`src/shared/odl_defines.svh`:
```
// Purpose: Offsets, field positions, reset values and counts of the divider/monitor block
// Assumes: Byte addresses on a 32-bit AXI4-Lite bus, one register per word
// Notes:   Included by its bare name
`ifndef ODL_DEFINES_SVH
`define ODL_DEFINES_SVH

`define ODL_AW          6
`define ODL_CTRL        6'h00
`define ODL_DIV0        6'h04
`define ODL_DIV1        6'h08
`define ODL_DIV2        6'h0c
`define ODL_DIV3        6'h10
`define ODL_FRAC        6'h14
`define ODL_MON         6'h18
`define ODL_STATUS      6'h1c
`define ODL_INT_STAT    6'h20
`define ODL_INT_MASK    6'h24

`define ODL_CTRL_DIVSEL 0
`define ODL_CTRL_BYP   1
`define ODL_CTRL_AUTO   2
`define ODL_CTRL_MSEL   3
`define ODL_FRAC_INT_LSB 24
`define ODL_MON1_LSB    8
`define ODL_REVAL_LSB   16
`define ODL_ST_PRI      8

`define ODL_CTRL_RST    4'h0
`define ODL_DIV_RST     8'h01
`define ODL_FINT_RST    4'h1
`define ODL_FFRAC_RST   24'h000000
`define ODL_MON_RST     5'h01
`define ODL_REVAL_RST   8'h04
`define ODL_MISS_LIMIT  2'h3

`endif

```
`src/shared/odl_pkg.sv`:
```
// Purpose: Types shared by the divider/monitor block
// Assumes: Constants live in odl_defines.svh
// Notes:   Response codes follow AXI4-Lite
package odl_pkg;
  typedef enum logic [1:0] {
    ODL_OKAY   = 2'h0,
    ODL_SLVERR = 2'h2
  } odl_resp_e;
  typedef logic [31:0] odl_word_t;
endpackage

```
`src/verilog/odl_top.sv`:
```
// Purpose: Output channel dividers, divider source select and per-input loss monitors
// Assumes: All pins sampled into aclk; aclk much faster than any sampled clock
// Notes:   Registers over AXI4-Lite; sticky loss flags are the interrupt status
//
// The address map and the AXI4-Lite slave port are this design's own decisions.
`timescale 1ns/10ps
`include "odl_defines.svh"

// How it works
// - Four integer channels divide the source by a supported ratio, 1 to 160
// - Fifth channel divides by twice integer part plus 24-bit fraction
// - Source select 0 feeds dividers from loop two, 1 from loop one
// - Selected input is primary, the other input is secondary
// - Automatic mode may override the configured selection and pick itself
// - One loss detector per input, referenced to loop one by 5-bit ratio
// - Three or more consecutive missing expected edges declare the input lost
// - Zero differential input voltage also declares loss
// - Each input has a live loss flag and a sticky latched flag
// - Loss events raise the active-low interrupt output for inputs whose mask bit is set
// - Detectors run only while first loop bypass is cleared
// - Detectors see missing edges only, not wrong frequency
// - Loss clears after a programmable count of consecutive good periods
// - With bypass set, selection is manual and switching is not used
module odl_top (
  // Clock, reset, freeze
  input  wire logic                  aclk,
  input  wire logic                  aresetn,
  input  wire logic                  ce,
  // AXI4-Lite write
  input  wire logic                  awvalid,
  output logic                       awready,
  input  wire logic [`ODL_AW-1:0]    awaddr,
  input  wire logic                  wvalid,
  output logic                       wready,
  input  wire odl_pkg::odl_word_t    wdata,
  input  wire logic [3:0]            wstrb,
  output logic                       bvalid,
  input  wire logic                  bready,
  output odl_pkg::odl_resp_e         bresp,
  // AXI4-Lite read
  input  wire logic                  arvalid,
  output logic                       arready,
  input  wire logic [`ODL_AW-1:0]    araddr,
  output logic                       rvalid,
  input  wire logic                  rready,
  output odl_pkg::odl_word_t         rdata,
  output odl_pkg::odl_resp_e         rresp,
  // Pins
  input  wire logic                  loop1_clk,
  input  wire logic                  loop2_clk,
  input  wire logic [1:0]            ref_clk_in,
  input  wire logic [1:0]            ref_diff_zero,
  // Outputs
  output logic [3:0]                 channel_out,
  output logic                       frac_out,
  output logic                       primary_sel,
  output logic                       interrupt_request_out_n
);
  import odl_pkg::*;

  function automatic logic int_ratio_ok(input logic [7:0] r);
    case (r)
      8'h01, 8'h02, 8'h03, 8'h04, 8'h05, 8'h08, 8'h0a, 8'h10, 8'h14, 8'h1e,
      8'h20, 8'h28, 8'h32, 8'h3c, 8'h40, 8'h50, 8'h64, 8'h78, 8'h80, 8'ha0: int_ratio_ok = 1'b1;
      default: int_ratio_ok = 1'b0;
    endcase
  endfunction

  function automatic odl_word_t merge(input odl_word_t old, input odl_word_t d,
                                     input logic [3:0] s);
    merge = old;
    for (int b = 0; b < 4; b++) begin
      if (s[b]) merge[8*b +: 8] = d[8*b +: 8];
    end
  endfunction

  // Pin synchronisers: a change counts once stages two and three agree
  logic [5:0] sy1_reg, sy2_reg, sy3_reg, filt_reg;
  wire  [5:0] pins      = {ref_diff_zero, ref_clk_in, loop2_clk, loop1_clk};
  wire  [5:0] agree     = ~(sy2_reg ^ sy3_reg);
  wire  [5:0] filt_next = (agree & sy3_reg) | (~agree & filt_reg);
  wire  [5:0] rise      = filt_next & ~filt_reg;

  always_ff @(posedge aclk) begin
    if (!aresetn) begin
      sy1_reg  <= 6'h00;
      sy2_reg  <= 6'h00;
      sy3_reg  <= 6'h00;
      filt_reg <= 6'h00;
    end else if (ce) begin
      sy1_reg  <= pins;
      sy2_reg  <= sy1_reg;
      sy3_reg  <= sy2_reg;
      filt_reg <= filt_next;
    end
  end

  // Configuration registers
  logic [3:0]  ctrl_reg;
  logic [7:0]  div_reg [4];
  logic [3:0]  fint_reg;
  logic [23:0] ffrac_reg;
  logic [4:0]  mon_reg [2];
  logic [7:0]  reval_reg;
  logic [1:0]  stat_reg, mask_reg;
  logic [1:0]  live_reg;

  wire src_sel  = ctrl_reg[`ODL_CTRL_DIVSEL];
  wire bypass   = ctrl_reg[`ODL_CTRL_BYP];
  wire auto_sel = ctrl_reg[`ODL_CTRL_AUTO] & ~bypass;
  wire src_rise = src_sel ? rise[0] : rise[1];
  wire src_lvl  = src_sel ? filt_reg[0] : filt_reg[1];

  // AXI4-Lite slave: address and data taken in either order, write answer two cycles after the last take, read answer one cycle later
  logic                aw_full_reg, w_full_reg;
  logic [`ODL_AW-1:0]  waddr_reg;
  odl_word_t           wdat_reg;
  logic [3:0]          wstb_reg;
  wire aw_take   = awvalid & awready;
  wire w_take    = wvalid & wready;
  wire do_wr     = aw_full_reg & w_full_reg & ~bvalid;
  wire aw_f_next = (aw_full_reg | aw_take) & ~do_wr;
  wire w_f_next  = (w_full_reg | w_take) & ~do_wr;
  wire bv_next   = do_wr | (bvalid & ~bready);
  wire ar_take   = arvalid & arready;
  wire rv_next   = ar_take | (rvalid & ~rready);

  wire wa_ctrl = waddr_reg == `ODL_CTRL;
  wire wa_frac = waddr_reg == `ODL_FRAC;
  wire wa_mon  = waddr_reg == `ODL_MON;
  wire wa_ist  = waddr_reg == `ODL_INT_STAT;
  wire wa_imsk = waddr_reg == `ODL_INT_MASK;
  wire wa_div  = (waddr_reg >= `ODL_DIV0) && (waddr_reg <= `ODL_DIV3) && (waddr_reg[1:0] == 2'h0);
  wire wa_ro   = waddr_reg == `ODL_STATUS;
  wire wa_ok   = wa_ctrl | wa_frac | wa_mon | wa_ist | wa_imsk | wa_div | wa_ro;
  wire [1:0] wa_dix = 2'(waddr_reg[`ODL_AW-1:2] - 4'h1);

  wire odl_word_t ctrl_w = merge({28'h0, ctrl_reg}, wdat_reg, wstb_reg);
  wire odl_word_t div_w  = merge({24'h0, div_reg[wa_dix]}, wdat_reg, wstb_reg);
  wire odl_word_t frac_w = merge({4'h0, fint_reg, ffrac_reg}, wdat_reg, wstb_reg);
  wire odl_word_t mon_w  = merge({8'h0, reval_reg, 3'h0, mon_reg[1], 3'h0, mon_reg[0]},
                                 wdat_reg, wstb_reg);
  wire odl_word_t ist_w  = wstb_reg[0] ? wdat_reg : 32'h0;
  wire odl_word_t msk_w  = merge({30'h0, mask_reg}, wdat_reg, wstb_reg);

  always_ff @(posedge aclk) begin
    if (!aresetn) begin
      aw_full_reg <= 1'b0;
      w_full_reg  <= 1'b0;
      awready     <= 1'b1;
      wready      <= 1'b1;
      bvalid      <= 1'b0;
      bresp       <= ODL_OKAY;
      waddr_reg   <= '0;
      wdat_reg    <= 32'h0;
      wstb_reg    <= 4'h0;
    end else if (ce) begin
      aw_full_reg <= aw_f_next;
      w_full_reg  <= w_f_next;
      awready     <= ~aw_f_next & ~bv_next;
      wready      <= ~w_f_next & ~bv_next;
      bvalid      <= bv_next;
      if (do_wr) bresp <= wa_ok ? ODL_OKAY : ODL_SLVERR;
      if (aw_take) waddr_reg <= awaddr;
      if (w_take) begin
        wdat_reg <= wdata;
        wstb_reg <= wstrb;
      end
    end
  end

  always_ff @(posedge aclk) begin
    if (!aresetn) begin
      ctrl_reg  <= `ODL_CTRL_RST;
      div_reg   <= '{default: `ODL_DIV_RST};
      fint_reg  <= `ODL_FINT_RST;
      ffrac_reg <= `ODL_FFRAC_RST;
      mon_reg   <= '{default: `ODL_MON_RST};
      reval_reg <= `ODL_REVAL_RST;
      mask_reg  <= 2'h0;
    end else if (ce && do_wr) begin
      if (wa_ctrl) ctrl_reg <= ctrl_w[3:0];
      // Unsupported ratios are ignored so a channel never runs at an odd rate
      if (wa_div && int_ratio_ok(div_w[7:0])) div_reg[wa_dix] <= div_w[7:0];
      if (wa_frac && frac_w[27:24] != 4'h0 && frac_w[27:24] <= 4'he) begin
        fint_reg  <= frac_w[`ODL_FRAC_INT_LSB +: 4];
        ffrac_reg <= frac_w[23:0];
      end
      if (wa_mon) begin
        mon_reg[0] <= mon_w[4:0];
        mon_reg[1] <= mon_w[`ODL_MON1_LSB +: 5];
        reval_reg  <= mon_w[`ODL_REVAL_LSB +: 8];
      end
      if (wa_imsk) mask_reg <= msk_w[1:0];
    end
  end

  // Read path
  wire [`ODL_AW-1:0] ra = araddr;
  wire [1:0] ra_dix = 2'(ra[`ODL_AW-1:2] - 4'h1);
  wire ra_div = (ra >= `ODL_DIV0) && (ra <= `ODL_DIV3) && (ra[1:0] == 2'h0);
  odl_word_t rd_val;
  logic      rd_ok;
  always_comb begin
    rd_ok  = 1'b1;
    rd_val = 32'h0;
    case (ra)
      `ODL_CTRL:     rd_val = {28'h0, ctrl_reg};
      `ODL_FRAC:     rd_val = {4'h0, fint_reg, ffrac_reg};
      `ODL_MON:      rd_val = {8'h0, reval_reg, 3'h0, mon_reg[1], 3'h0, mon_reg[0]};
      `ODL_STATUS:   rd_val = {23'h0, primary_sel, 6'h0, live_reg};
      `ODL_INT_STAT: rd_val = {30'h0, stat_reg};
      `ODL_INT_MASK: rd_val = {30'h0, mask_reg};
      default: begin
        if (ra_div) rd_val = {24'h0, div_reg[ra_dix]};
        else rd_ok = 1'b0;
      end
    endcase
  end

  always_ff @(posedge aclk) begin
    if (!aresetn) begin
      arready <= 1'b1;
      rvalid  <= 1'b0;
      rdata   <= 32'h0;
      rresp   <= ODL_OKAY;
    end else if (ce) begin
      arready <= ~rv_next;
      rvalid  <= rv_next;
      if (ar_take) begin
        rdata <= rd_val;
        rresp <= rd_ok ? ODL_OKAY : ODL_SLVERR;
      end
    end
  end

  // Integer channels: count source edges, output high for first half of the ratio
  logic [7:0] icnt_reg [4];
  logic [7:0] icnt_next [4];
  logic [3:0] ch_next;
  always_comb begin
    for (int c = 0; c < 4; c++) begin
      icnt_next[c] = icnt_reg[c];
      if (src_rise) icnt_next[c] = (icnt_reg[c] + 8'h01 >= div_reg[c]) ? 8'h00
                                                                          : icnt_reg[c] + 8'h01;
      ch_next[c] = (div_reg[c] == 8'h01) ? src_lvl
                 : (icnt_next[c] < 8'((9'(div_reg[c]) + 9'h001) >> 1));
    end
  end

  // Fractional channel: each half period is int or int+1 edges by fraction carry
  logic [4:0]  fcnt_reg;
  logic [23:0] facc_reg;
  logic [4:0]  flim_reg;
  wire  [24:0] facc_sum  = {1'b0, facc_reg} + {1'b0, ffrac_reg};
  wire         f_wrap    = src_rise && (fcnt_reg + 5'h01 >= flim_reg);

  always_ff @(posedge aclk) begin
    if (!aresetn) begin
      icnt_reg    <= '{default: 8'h00};
      channel_out <= 4'h0;
      fcnt_reg    <= 5'h00;
      facc_reg    <= 24'h0;
      flim_reg    <= 5'h01;
      frac_out    <= 1'b0;
    end else if (ce) begin
      icnt_reg    <= icnt_next;
      channel_out <= ch_next;
      if (f_wrap) begin
        fcnt_reg <= 5'h00;
        frac_out <= ~frac_out;
        facc_reg <= facc_sum[23:0];
        flim_reg <= {1'b0, fint_reg} + {4'h0, facc_sum[24]};
      end else if (src_rise) begin
        fcnt_reg <= fcnt_reg + 5'h01;
      end
    end
  end

  // Loss monitors, one per input, ticking on loop one divided by its ratio
  logic [4:0] mdiv_reg [2];
  logic [1:0] miss_reg [2];
  logic [7:0] good_reg [2];
  logic [1:0] seen_reg;
  logic [1:0] tick, edge_in, seen_now, lost_set, lost_clr, live_next;

  always_comb begin
    for (int i = 0; i < 2; i++) begin
      tick[i]      = rise[0] && (mdiv_reg[i] + 5'h01 >= mon_reg[i]);
      edge_in[i]   = rise[2 + i];
      seen_now[i]  = seen_reg[i] | edge_in[i];
      lost_set[i]  = filt_reg[4 + i]
                   | (tick[i] && !seen_now[i] && miss_reg[i] + 2'h1 >= `ODL_MISS_LIMIT);
      lost_clr[i]  = live_reg[i] && tick[i] && seen_now[i]
                   && (good_reg[i] + 8'h01 >= reval_reg);
      live_next[i] = bypass ? 1'b0
                   : lost_set[i] ? 1'b1 : (lost_clr[i] ? 1'b0 : live_reg[i]);
    end
  end

  always_ff @(posedge aclk) begin
    if (!aresetn) begin
      mdiv_reg <= '{default: 5'h00};
      miss_reg <= '{default: 2'h0};
      good_reg <= '{default: 8'h00};
      seen_reg <= 2'h0;
      live_reg <= 2'h0;
    end else if (ce) begin
      live_reg <= live_next;
      for (int i = 0; i < 2; i++) begin
        if (bypass) begin
          mdiv_reg[i] <= 5'h00;
          miss_reg[i] <= 2'h0;
          good_reg[i] <= 8'h00;
          seen_reg[i] <= 1'b0;
        end else begin
          if (rise[0]) mdiv_reg[i] <= tick[i] ? 5'h00 : mdiv_reg[i] + 5'h01;
          seen_reg[i] <= tick[i] ? 1'b0 : seen_now[i];
          if (tick[i]) begin
            // Saturate so a long outage does not wrap back to "present"
            miss_reg[i] <= seen_now[i] ? 2'h0
                         : (miss_reg[i] == `ODL_MISS_LIMIT ? miss_reg[i] : miss_reg[i] + 2'h1);
            // Zero differential voltage is not a present signal: restart the count
            good_reg[i] <= (seen_now[i] && live_reg[i] && !lost_clr[i]
                            && !filt_reg[4 + i])
                         ? good_reg[i] + 8'h01 : 8'h00;
          end
        end
      end
    end
  end

  // Sticky flags, interrupt and input selection
  wire [1:0] loss_ev  = live_next & ~live_reg;
  wire [1:0] w1c      = (do_wr && wa_ist) ? ist_w[1:0] : 2'h0;
  wire [1:0] st_next  = loss_ev | (stat_reg & ~w1c);
  wire       pri_lost = live_reg[primary_sel];
  wire       sec_ok   = ~live_reg[~primary_sel];
  wire       man_sel  = ctrl_reg[`ODL_CTRL_MSEL];
  // Auto switch only to a healthy secondary, otherwise hold the current input
  wire       pri_next = auto_sel ? ((pri_lost && sec_ok) ? ~primary_sel : primary_sel)
                                 : man_sel;

  always_ff @(posedge aclk) begin
    if (!aresetn) begin
      stat_reg                <= 2'h0;
      primary_sel             <= 1'b0;
      interrupt_request_out_n <= 1'b1;
    end else if (ce) begin
      stat_reg                <= st_next;
      primary_sel             <= pri_next;
      interrupt_request_out_n <= ~|(st_next & mask_reg);
    end
  end

endmodule

```
`config.mk`:
```
export PLATFORM = sky130hd
export DESIGN_NAME = odl_top
export DESIGN_NICKNAME = d
export VERILOG_FILES = /design/src/shared/odl_pkg.sv /design/src/verilog/odl_top.sv
export VERILOG_INCLUDE_DIRS = /design/src /design/src/shared
export SDC_FILE = /design/constraint.sdc
export NUM_CORES = 1
export LEC_CHECK = 0
export BUFFER_PORTS_ARGS = -buffer_cell sky130_fd_sc_hd__buf_2
export CAP_MARGIN = 15
export CORE_MARGIN = 3
export CORE_UTILIZATION = 64
export CTS_BUF_LIST = sky130_fd_sc_hd__clkbuf_2 sky130_fd_sc_hd__clkbuf_4 sky130_fd_sc_hd__clkbuf_8
export DETAILED_ROUTE_END_ITERATION = 16
export GPL_ROUTABILITY_DRIVEN = 0
export PLACE_DENSITY = 0.9
export SETUP_SLACK_MARGIN = 0.05
export SYNTH_ARGS = -nofsm -noshare
export SYNTH_HDL_FRONTEND = slang
export SYNTH_SLANG_ARGS = --single-unit
```
`constraint.sdc`:
```
create_clock -name aclk -period 4.3 [get_ports aclk]
set_input_delay 0.43 -clock aclk [delete_from_list [all_inputs] [get_ports aclk]]
set_output_delay 0.43 -clock aclk [all_outputs]
set_load 0.005 [all_outputs]
```
* Word-level counts from Yosys, hierarchy flattened
Index checks and enable logic that the tools add are counted.
Operators by class: add/sub/neg operators 19, $lt $le $gt $ge 25, equal/unequal tests 39, muxes and demuxes 74, bitwise gates (word level) 54, reduce and logical (&&, ||, !) cells 71
Operators with widths (number):
- $mux 8 | 21
- $pmux 28 s6 | 1
- $add 8x1->8 const B | 6
- $ge 8x8->1 | 6
- $eq 8x1->1 const B | 5
- $mux 5 | 8
- $add 8x1->9 const B | 4
- $eq 6x5->1 const B | 6
- $bmux 8 s2 | 2
- $bwmux 32 | 1
- $eq 8x6->1 const B | 4
- $eq 8x7->1 const B | 4
- $lt 8x8->1 | 4
- $logic_and 1x1->1 | 30
- $reduce_and 3->1 | 10
- $mux 1 | 27
- $add 24x24->25 | 1
- $eq 6x6->1 const B | 4
- $eq 8x5->1 const B | 3
- $mux 2 | 12
- $reduce_and 2->1 | 12
- $reduce_or 20->1 | 1
- $demux 8 s2 | 1
- $eq 8x2->1 const B | 2
- 39 further kinds | 107
Storage, ports and cells: bits in registers 298, input port bits 62, output and inout bits 48, logic and storage cells 332

* Logic depth before layout (Yosys ltp)
Gate-level depths: netlist of the first run.
depth in word-level cells 18, depth in mapped cells 19, mapped depth without buffers 19

* Least setup slack after synthesis of the first run
No wires, ideal clock.
path type register to register, from register icnt_reg[8] (netlist bit), to register channel_out[2], library setup time 74 ps, arrival 3640 ps, data required time 4226 ps, path slack 586 ps, stages on the path, launching flop included 18, buffers on the path 1, period minus slack after synthesis 3714 ps, cell sequence dfxtp_1 > ha_1 > nand3_1 > nor2_1 > xor2_1 > ha_1 > a21oi_1 > nor2b_1 > a2111oi_0 > clkbuf_1 > a21oi_1 > mux2i_1 > ha_1 > a21oi_1 > nor2b_1 > o21ai_0 > or4bb_1 > o21ai_0
RTL lines:
- start, declared | RTL line odl_top.sv:238 | logic [7:0] icnt_reg [4];
- start signal, assigned | RTL line odl_top.sv:267 | icnt_reg <= icnt_next;
- end signal, assigned | RTL line odl_top.sv:268 | channel_out <= ch_next;
- end, declared | RTL line odl_top.sv:54 | output logic [3:0] channel_out,

==> results.py, run 1 <==
metrics = {
    "outcome": {
        "status": "complete, no violations",
    },
    "die": {
        "rows": 59,
        "dieArea_um2": 28970,
        "ios": 110,
        "die_w_um": 170.2,
        "core_area_um2": 26280,
        "start_util_pct": 65.67,
        "dieHeight_um": 170.2,
    },
    "yosys": {
        "netlist_area_um2": 17260,
        "synth_flop_cell": "dfxtp_1",
        "synthMuxAreaShare_pct": 8.243,
        "synthSimpleGateAreaFrac_pct": 19.59,
        "synth_top_area_share_pct": 33.87,
        "yosys-top-cells-area": "dfxtp_1, ha_1, mux2i_1",
        "synthDistinctLibCells": 79,
        "yosys.area.top_type": "dfxtp_1",
        "synth_xor_area_share_pct": 4.314,
        "yosysWarnings": 0,
        "synth_most_common_cell": "dfxtp_1",
        "synth_edf_count": 0,
        "avgSynthCellArea_um2": 8.345,
        "netlist_top_cells_count": "dfxtp_1, nand2_1, nor2_1",
        "synth_compound_area_share_pct": 18.21,
        "netlist_instances": 2068,
        "synthArstFlopShare_pct": 0,
        "ys_seq_elements": 292,
        "synth_top_family_by_area": "simple AND/OR/NAND/NOR gates",
        "ys_seq_area_share_pct": 33.87,
        "post_synth_fa_ha_maj_area_fraction_pct": 10.92,
    },
    "detailed_routing": {
        "dr_total_vias": 16180,
        "dr.pass1.iters": 7,
        "detail-route-antenna-nets": 0,
        "avgRoutedWirePerCell_um": 19.17,
        "routed_wl_um": 48170,
        "first_iter_violations": 1674,
        "vias_per_cell": 6.438,
        "drcViolationCount": 0,
    },
    "global_routing": {
        "antenna_found_initial": 3,
        "grt_first_pass_wirelength_um": 77470,
        "grt_usage_pct": 32.25,
        "overflow": 0,
        "first_global_vias": 16040,
        "grt_max_degree": 90,
    },
    "timing": {
        "rsz0062_at_grt": "false",
        "setup_slack_ns": 0.3011,
        "fmax_mhz": 250.1,
        "slew_violations": 0,
        "hold_viol": 0,
        "max-slew-margin-rel_pct": 25.74,
        "worst_slew_pin_slew_ns": 1.105,
        "worst_clock_skew_ns": 0.02769,
        "tns_ns": 0,
        "min_period_ns": 3.999,
        "setup_violations": 0,
        "fin_crit_sh_pct": 93.00,
    },
    "job": {
        "maxCapViolCount": 0,
    },
    "critical_path": {
        "worstPathRequired_ns": 4.79,
        "critPathSlowestCell": "dfxtp_1",
        "cpPeakStageDelay_ns": 0.46,
        "cp_cell_sequence": "ha_1 -> nand3_1 -> nor2_1 -> xor2_1 -> ha_1 -> a21o_1 -> a211oi_1 -> o21ai_1 -> o31ai_1 -> ha_1 -> a21oi_1 -> nor2b_1 -> o21ai_0 -> nand3_1 -> a41oi_1 -> a21oi_1 -> o31ai_1",
        "path_buf_inv": 0,
        "critPathMaxFanout": 7,
        "critPathTopFamily": "compound AO/OA/AOI/OAI gates",
        "startpoint_type": "register",
        "path_class": "register to register",
        "cp.arrival_ns": 4.49,
        "cp-end-kind": "register",
        "cp_common_cell": "ha_1",
    },
    "layout": {
        "nets": 2357,
        "drive_above_1_share_pct": 12.08,
        "post-route-util_pct": 72.53,
        "area.growth.synth_to_final_pct": 10.45,
        "fin_area_um2": 19060,
    },
    "placement": {
        "io_buffer_count": 99,
        "postPlaceCellArea_um2": 18000,
        "dp_hpwl_um": 33710,
        "dp_slack_ns": 0.2894,
    },
    "clock_network": {
        "hold_buffers": 0,
        "cts_tree": "built",
        "htreeDepth": 2,
        "clk_path_buf_depth": 3,
        "cts_buffers": 48,
        "clock_latency_ns": 0.60,
        "clock-root-buffer": "clkbuf_8",
        "clk_pin_slew_ns": 0.06,
        "clock_sinks": 292,
    },
    "worst_hold_path": {
        "hold_class": "primary input to register",
    },
    "power": {
        "leakage_nw": 7.920,
        "peakVddDrop_mv": 0.1917,
        "powerDensity_nw_per_um2": 301.3,
    },
}
metal layers:
| layer | GRT usage, % | part of all wire (%) |
|---|---|---|
| met1 | 37.17 | 38 |
| met2 | 56.35 | 48 |
| met3 | 5.784 | 7.5 |
| met4 | 18.31 | 5.9 |
| met5 | 0 | 0.052 |
cell type report:
type	count	area, um2
antenna	1	2.502
multi-input combinational	1571	10630
inverter	95	361.6
fill	1828	7218
clock buffer	72	928.4
sequential	292	5848
clock inverter	10	98.84
tap	335	419.2
timing repair buffer	137	778.2
report_power, final:
group          total [W]  switching, W  internal, W
Clock            0.00261       0.00117      0.00145
Sequential       0.00279     0.0000456      0.00275
Combinational   0.000335      0.000218     0.000117
path summary, 6_finish.rpt:
path / startpoint / to / slack (ns) / depth (start not counted)
setup reg to reg: icnt_reg[16] / channel_out[1] / 0.30 / 17
hold / removal: wdata[9] / wdat_reg[9] / 0.06 / 3
setup / recovery: icnt_reg[16] / channel_out[1] / 0.30 / 17
hold reg to reg: rdata[14] / rdata[14] / 0.45 / 2
cells by family after synthesis:
family,after synthesis
AOI/OAI and AO/OA,471
and+or+nand+nor,733
buffers and inverters,210
other,1
DFF,292
adders and majority gates,150
xor gates and xnor gates,85
muxes,126
per-stage QoR:
stage / std cells / total power, W / hold slack, ns
4_1_cts: 2509 / 0.005736 / 0.05177
3_5_place_dp: 2427 / 0.003175 / 0.4440
6_report: 2513 / 0.005744 / 0.06334
2_1_floorplan: 2073 / 0.003054 / 0.4319
3_3_place_gp: 2427 / 0.003163 / 0.4383
5_1_grt: 2513 / 0.005898 / 0.05898
tightest hold or removal path, cell delays in order:
cell,delay [ns]
buf_2,0.10
nand2_1,0.05
a21oi_1,0.05
what timing repair did:
| item | 4_1_cts | 5_1_grt |
|---|---|---|
| setup buffers | 0 | 2 |
| hold endpoints to repair | 0 | 0 |
| gates resized for setup | 0 | 6 |
| endpoints found under the setup margin | 0 | 7 |
cell usage in the layout (no fill, tap or decap), types with 23 or more instances in the layout:
| cell | synthesis | layout |
|---|---|---|
| nor3_1 | 39 | 39 |
| xnor2_1 | 64 | 64 |
| buf_4 | 8 | 37 |
| a22o_1 | 26 | 26 |
| ha_1 | 149 | 148 |
| nand2_1 | 254 | 254 |
| and3_1 | 26 | 26 |
| mux2i_1 | 108 | 108 |
| clkbuf_8 | 0 | 62 |
| o21ai_0 | 55 | 54 |
| a21oi_1 | 161 | 160 |
| a21o_1 | 49 | 49 |
| a22oi_1 | 37 | 37 |
| nand3_1 | 119 | 119 |
| inv_1 | 94 | 93 |
| nor2_1 | 183 | 181 |
| dfxtp_1 | 292 | 290 |
| nand2b_1 | 23 | 23 |
| buf_2 | 0 | 100 |
No activity file was read; power rests on OpenSTA's default activity.
==> run 2: changes to the inputs <==
- CORE_UTILIZATION: 64 -> 50
- PLACE_DENSITY: 0.9 -> 0.75
==> run 2 against run 1 <==
First-iteration DRC count fell by 36%. Largest cell class unchanged. Critical endpoint is now div_reg[31]. Critical path type unchanged. Sequential cell count did not move. Combinational power barely moved. Clock skew rose by 0.0091 ns. Worst hold slack got worse by 0.026 ns.
==> results.py, run 2 (synthesized netlist as in run 1, its figures left out) <==
metrics = {
    "clock_network": {
        "clock_sinks": 292,
        "cts_buffers": 51,
        "clk_path_buf_depth": 3,
        "clk_pin_slew_ns": 0.06,
        "cts_setup_buffers": 0,
        "clock_latency_ns": 0.64,
        "clock-root-buffer": "clkbuf_8",
        "cts_tree": "built",
        "htreeDepth": 2,
    },
    "outcome": {
        "status": "complete, no violations",
    },
    "layout": {
        "final_common_cell": "dfxtp_1",
        "final_cell_mix": "dfxtp_1, nand2_1, nor2_1",
        "drive_above_1_share_pct": 12.09,
        "area.growth.synth_to_final_pct": 11.90,
        "nets": 2368,
    },
    "global_routing": {
        "grt_max_degree": 80,
        "antenna_found_initial": 4,
        "first_global_vias": 14970,
        "overflow": 0,
        "grt_usage_pct": 25.00,
        "grt_first_pass_wirelength_um": 75040,
    },
    "detailed_routing": {
        "first_iter_violations": 1069,
        "detail-route-antenna-nets": 0,
        "routed_wl_um": 46980,
        "vias_per_cell": 5.913,
        "dr.pass1.iters": 5,
        "dr_total_vias": 15620,
        "drcViolationCount": 0,
        "avgRoutedWirePerCell_um": 17.79,
    },
    "worst_hold_path": {
        "worstHoldStart": "wdata[26]",
        "hold-path-endpoint": "wdat_reg[26]",
        "hold_path_depth": 3,
        "hold_class": "primary input to register",
    },
    "critical_path": {
        "r2r_cells": 10,
        "worst-r2r-setup-slack_ns": 0.38,
        "reg2reg_from": "waddr_reg[3]",
        "timing.rr.end": "div_reg[31]",
        "worstPathRequired_ns": 4.85,
        "cp-end-kind": "register",
        "startpoint_type": "register",
        "cp.arrival_ns": 4.48,
        "path_class": "register to register",
        "startpoint": "waddr_reg[3]",
        "critPathMaxFanout": 23,
    },
    "timing": {
        "hold_viol": 0,
        "max-slew-margin-rel_pct": 31.95,
        "setup_violations": 0,
        "slew_violations": 0,
        "fin_crit_sh_pct": 91.26,
        "worst_clock_skew_ns": 0.03678,
        "setup_slack_ns": 0.3758,
        "fmax_mhz": 254.8,
        "min_period_ns": 3.924,
        "rsz0062_at_grt": "false",
        "tns_ns": 0,
        "worst_slew_pin_slew_ns": 1.019,
    },
    "power": {
        "peakVddDrop_mv": 0.2488,
        "powerDensity_nw_per_um2": 299.4,
        "leakage_nw": 7.988,
    },
    "die": {
        "start_util_pct": 51.08,
        "rows": 67,
        "dieHeight_um": 191.8,
        "core_area_um2": 33780,
        "die_w_um": 191.8,
        "dieArea_um2": 36780,
        "ios": 110,
    },
    "placement": {
        "io_buffer_count": 99,
        "dp_slack_ns": 0.3992,
        "dp_hpwl_um": 33920,
    },
    "job": {
        "maxCapViolCount": 0,
    },
}
run 2: worst max-delay path, cell delays in order, from the launching register on:
cell      delay (ns)
dfxtp_1         0.46
inv_1           0.13
ha_1            0.86
mux2i_1         0.23
a222oi_1        0.51
nand2_2         0.11
nor4b_2         0.30
a311oi_1        0.12
o221ai_4        0.34
and3_1          0.53
mux2i_1         0.26
run 2: timing repair:
action                                 4_1_cts  5_1_grt
hold buffers                                 9        0
endpoints found under the hold margin        9        0
setup endpoints to repair                    0        1
gates resized for setup                      0        1
run 2: cell type report:
class / count / area (um2)
well taps: 448 / 560.5
diodes: 1 / 2.502
inverters: 95 / 361.6
multi-input cells: 1571 / 10610
clock inverters: 9 / 60.06
repair buffers: 145 / 860.8
clock buffers: 80 / 1007
flip-flops and latches: 292 / 5847
fillers: 3026 / 14470
run 2: stage by stage:
step / total power [W] / instance area [um2] / utilization [%] / std cells / hold WS, ns
5_1_grt: 0.006004 / 19310 / 57.16 / 2641 / 0.01875
4_1_cts: 0.005837 / 19300 / 57.13 / 2639 / 0.0006099
3_3_place_gp: 0.003174 / 18140 / 53.71 / 2541 / 0.4382
6_report: 0.005781 / 19310 / 57.16 / 2641 / 0.03723
2_1_floorplan: 0.003054 / 17280 / - / 2073 / 0.4319
3_5_place_dp: 0.003183 / 18140 / 53.71 / 2541 / 0.4430
run 2: worst max-delay path by stage:
stage,to,slack [ns],cells after the start
5_1_grt,channel_out[3],0.05,18
4_1_cts,channel_out[2],0.37,17
3_3_place_gp,channel_out[2],0.50,17
3_5_place_dp,channel_out[2],0.40,17
6_report,div_reg[31],0.38,10
2_1_floorplan,channel_out[2],0.59,17
run 2: where the power goes:
group	internal, W	switching, W	total, W
clock network	0.00149	0.00116	0.00265
logic	0.000123	0.000215	0.000338
registers	0.00275	0.0000479	0.00280
run 2: routing by layer:
metal	share of wire, %	GRT usage [%]	up-vias	wire length [um]
li1	-	-	7592	-
met1	41	29.85	7431	19410
met2	48	43.25	452	22570
met3	6.2	5.129	136	2917
met4	4.3	11.23	6	2039
met5	0.087	0	-	41
==> run 3: changes to the inputs <==
- clock period: 4.3 -> 4.27 ns (I/O delays scaled with it)
==> run 3 against run 2 <==
Power up 2.6%. Worst setup slack improved by 0.028 ns. Clock skew decreased by 0.0091 ns. Worst hold slack gained 0.019 ns. Non-clock buffer count shrank 12. Largest power group unchanged. Highest routed layer unchanged.
==> results.py, run 3 (synthesized netlist as in run 1, its figures left out) <==
metrics = {
    "die": {
        "die_w_um": 191.8,
        "dieHeight_um": 191.8,
        "core_area_um2": 33780,
        "rows": 67,
        "dieArea_um2": 36780,
        "ios": 110,
        "start_util_pct": 51.08,
    },
    "critical_path": {
        "critPathMaxFanout": 12,
        "cp.arrival_ns": 4.39,
        "timing.rr.end": "channel_out[2]",
        "worstPathRequired_ns": 4.79,
        "reg2reg_from": "icnt_reg[8]",
        "path_class": "register to register",
        "r2r_cells": 17,
        "worst-r2r-setup-slack_ns": 0.40,
        "cp-end-kind": "register",
        "startpoint": "icnt_reg[8]",
        "crit_end": "channel_out[2]",
        "startpoint_type": "register",
    },
    "detailed_routing": {
        "topRoutingLayerUsed": "met5",
        "dr_total_vias": 15520,
        "drcViolationCount": 0,
        "avgRoutedWirePerCell_um": 17.82,
        "detail-route-antenna-nets": 0,
        "routed-wl-met3_um": 3203,
        "first_iter_violations": 1121,
        "routed_wl_um": 46790,
        "wl_met1_um": 19090,
        "vias_per_cell": 5.909,
        "dr.pass1.iters": 5,
        "met2_length_um": 22330,
    },
    "global_routing": {
        "first_global_vias": 14990,
        "grt_max_degree": 77,
        "overflow": 0,
        "grt_usage_pct": 25.01,
        "antenna_found_initial": 4,
        "grt_first_pass_wirelength_um": 74910,
    },
    "layout": {
        "drive_above_1_share_pct": 11.90,
        "final_cell_mix": "dfxtp_1, nand2_1, nor2_1",
        "fin_area_um2": 19260,
        "nets": 2353,
        "final_common_cell": "dfxtp_1",
        "area.growth.synth_to_final_pct": 11.58,
    },
    "timing": {
        "min_period_ns": 3.866,
        "tns_ns": 0,
        "max-slew-margin-rel_pct": 32.33,
        "rsz0062_at_grt": "true",
        "worst_clock_skew_ns": 0.02766,
        "slew_violations": 0,
        "worst_slew_pin_slew_ns": 1.013,
        "hold_viol": 0,
        "setup_violations": 0,
        "fin_crit_sh_pct": 90.55,
        "fmax_mhz": 258.6,
    },
    "clock_network": {
        "cts_setup_buffers": 0,
        "clock_latency_ns": 0.61,
        "clk_pin_slew_ns": 0.06,
        "clk_path_buf_depth": 3,
        "cts_tree": "built",
        "clock-root-buffer": "clkbuf_8",
        "clock_sinks": 292,
        "htreeDepth": 2,
        "cts_buffers": 48,
    },
    "outcome": {
        "status": "complete, no violations",
    },
    "placement": {
        "postPlaceCellArea_um2": 18150,
        "dp_hpwl_um": 33890,
        "io_buffer_count": 99,
    },
    "power": {
        "powerDensity_nw_per_um2": 308.0,
        "leakage_nw": 7.950,
        "peakVddDrop_mv": 0.2382,
    },
    "worst_hold_path": {
        "hold_class": "primary input to register",
    },
    "job": {
        "maxCapViolCount": 0,
    },
}
==> run 3: cell types whose count changed in the layout (fill, tap and decap cells not counted), sizes merged <==
cell / before / now
buf: 136 / 132
bufinv: 0 / 4
clkbuf: 80 / 74
clkinv: 8 / 7
clkinvlp: 0 / 1
dlygate4sd3: 9 / 0
==> run 3: stage by stage <==
stage	utilization [%]	power (W)	hold slack, ns	cells	setup slack [ns]
floorplan	-	0.003076	0.4319	2073	0.5562
global placement	53.72	0.003198	0.4389	2538	0.3836
detailed placement	53.72	0.003208	0.4448	2538	0.3639
CTS	56.96	0.005974	0.03486	2624	0.3078
global route	57.00	0.006150	0.04309	2626	0.03464
finish	57.00	0.005930	0.05576	2626	0.4036
==> run 3: how the worst min path moves through the flow <==
stage / start / to / slack, ns / depth (start not counted)
floorplan: flim_reg[4] / flim_reg[4] / 0.43 / 2
global placement: rdata[13] / rdata[13] / 0.44 / 2
detailed placement: rdata[13] / rdata[13] / 0.44 / 2
CTS: ref_clk_in[1] / sy1_reg[3] / 0.03 / 3
global route: wdata[13] / wdat_reg[13] / 0.04 / 3
finish: wdata[27] / wdat_reg[27] / 0.06 / 3
==> run 3: routing by layer <==
metal  vias to the layer above  global-route usage, %
met5                         -                      0
met4                         6                  10.95
met3                       140                  5.001
met2                       525                  43.65
met1                      7290                  29.74
li1                       7555                      -
==> run 3: where the power goes <==
| part | switching (W) | leakage (nW) | internal, W |
|---|---|---|---|
| clock | 0.00116 | 0.581 | 0.00162 |
| sequential | 0.0000471 | 2.36 | 0.00277 |
| combinational | 0.000218 | 5.01 | 0.000120 |
==> run 3: final cells by class <==
cell class              count  area (um2)
multi-input cells        1571       10620
diodes                      1       2.502
well taps                 448       560.5
repair buffers            133       773.2
clock buffers              73       917.1
inverters                  95       361.6
flip-flops and latches    292        5846
fillers                  3031       14530
clock inverters            13       180.2
==> run 3: critical path, cell delays in order, from the launching register on <==
cell       delay, ns
dfxtp_1         0.46
ha_1            0.27
nand3_1         0.14
nor2_1          0.15
xor2_1          0.26
ha_1            0.29
a21oi_1         0.13
nor2b_1         0.07
a2111oi_1       0.37
buf_4           0.25
a21oi_1         0.08
mux2i_1         0.16
ha_1            0.27
a21oi_1         0.12
nor2b_1         0.06
o21ai_0         0.15
or4bb_1         0.41
o21ai_0         0.14
==> run 3: timing repair <==
| item | 4_1_cts | 5_1_grt |
|---|---|---|
| setup endpoints to repair | 0 | 2 |
| hold buffers | 0 | 0 |
| resized for setup | 0 | 2 |
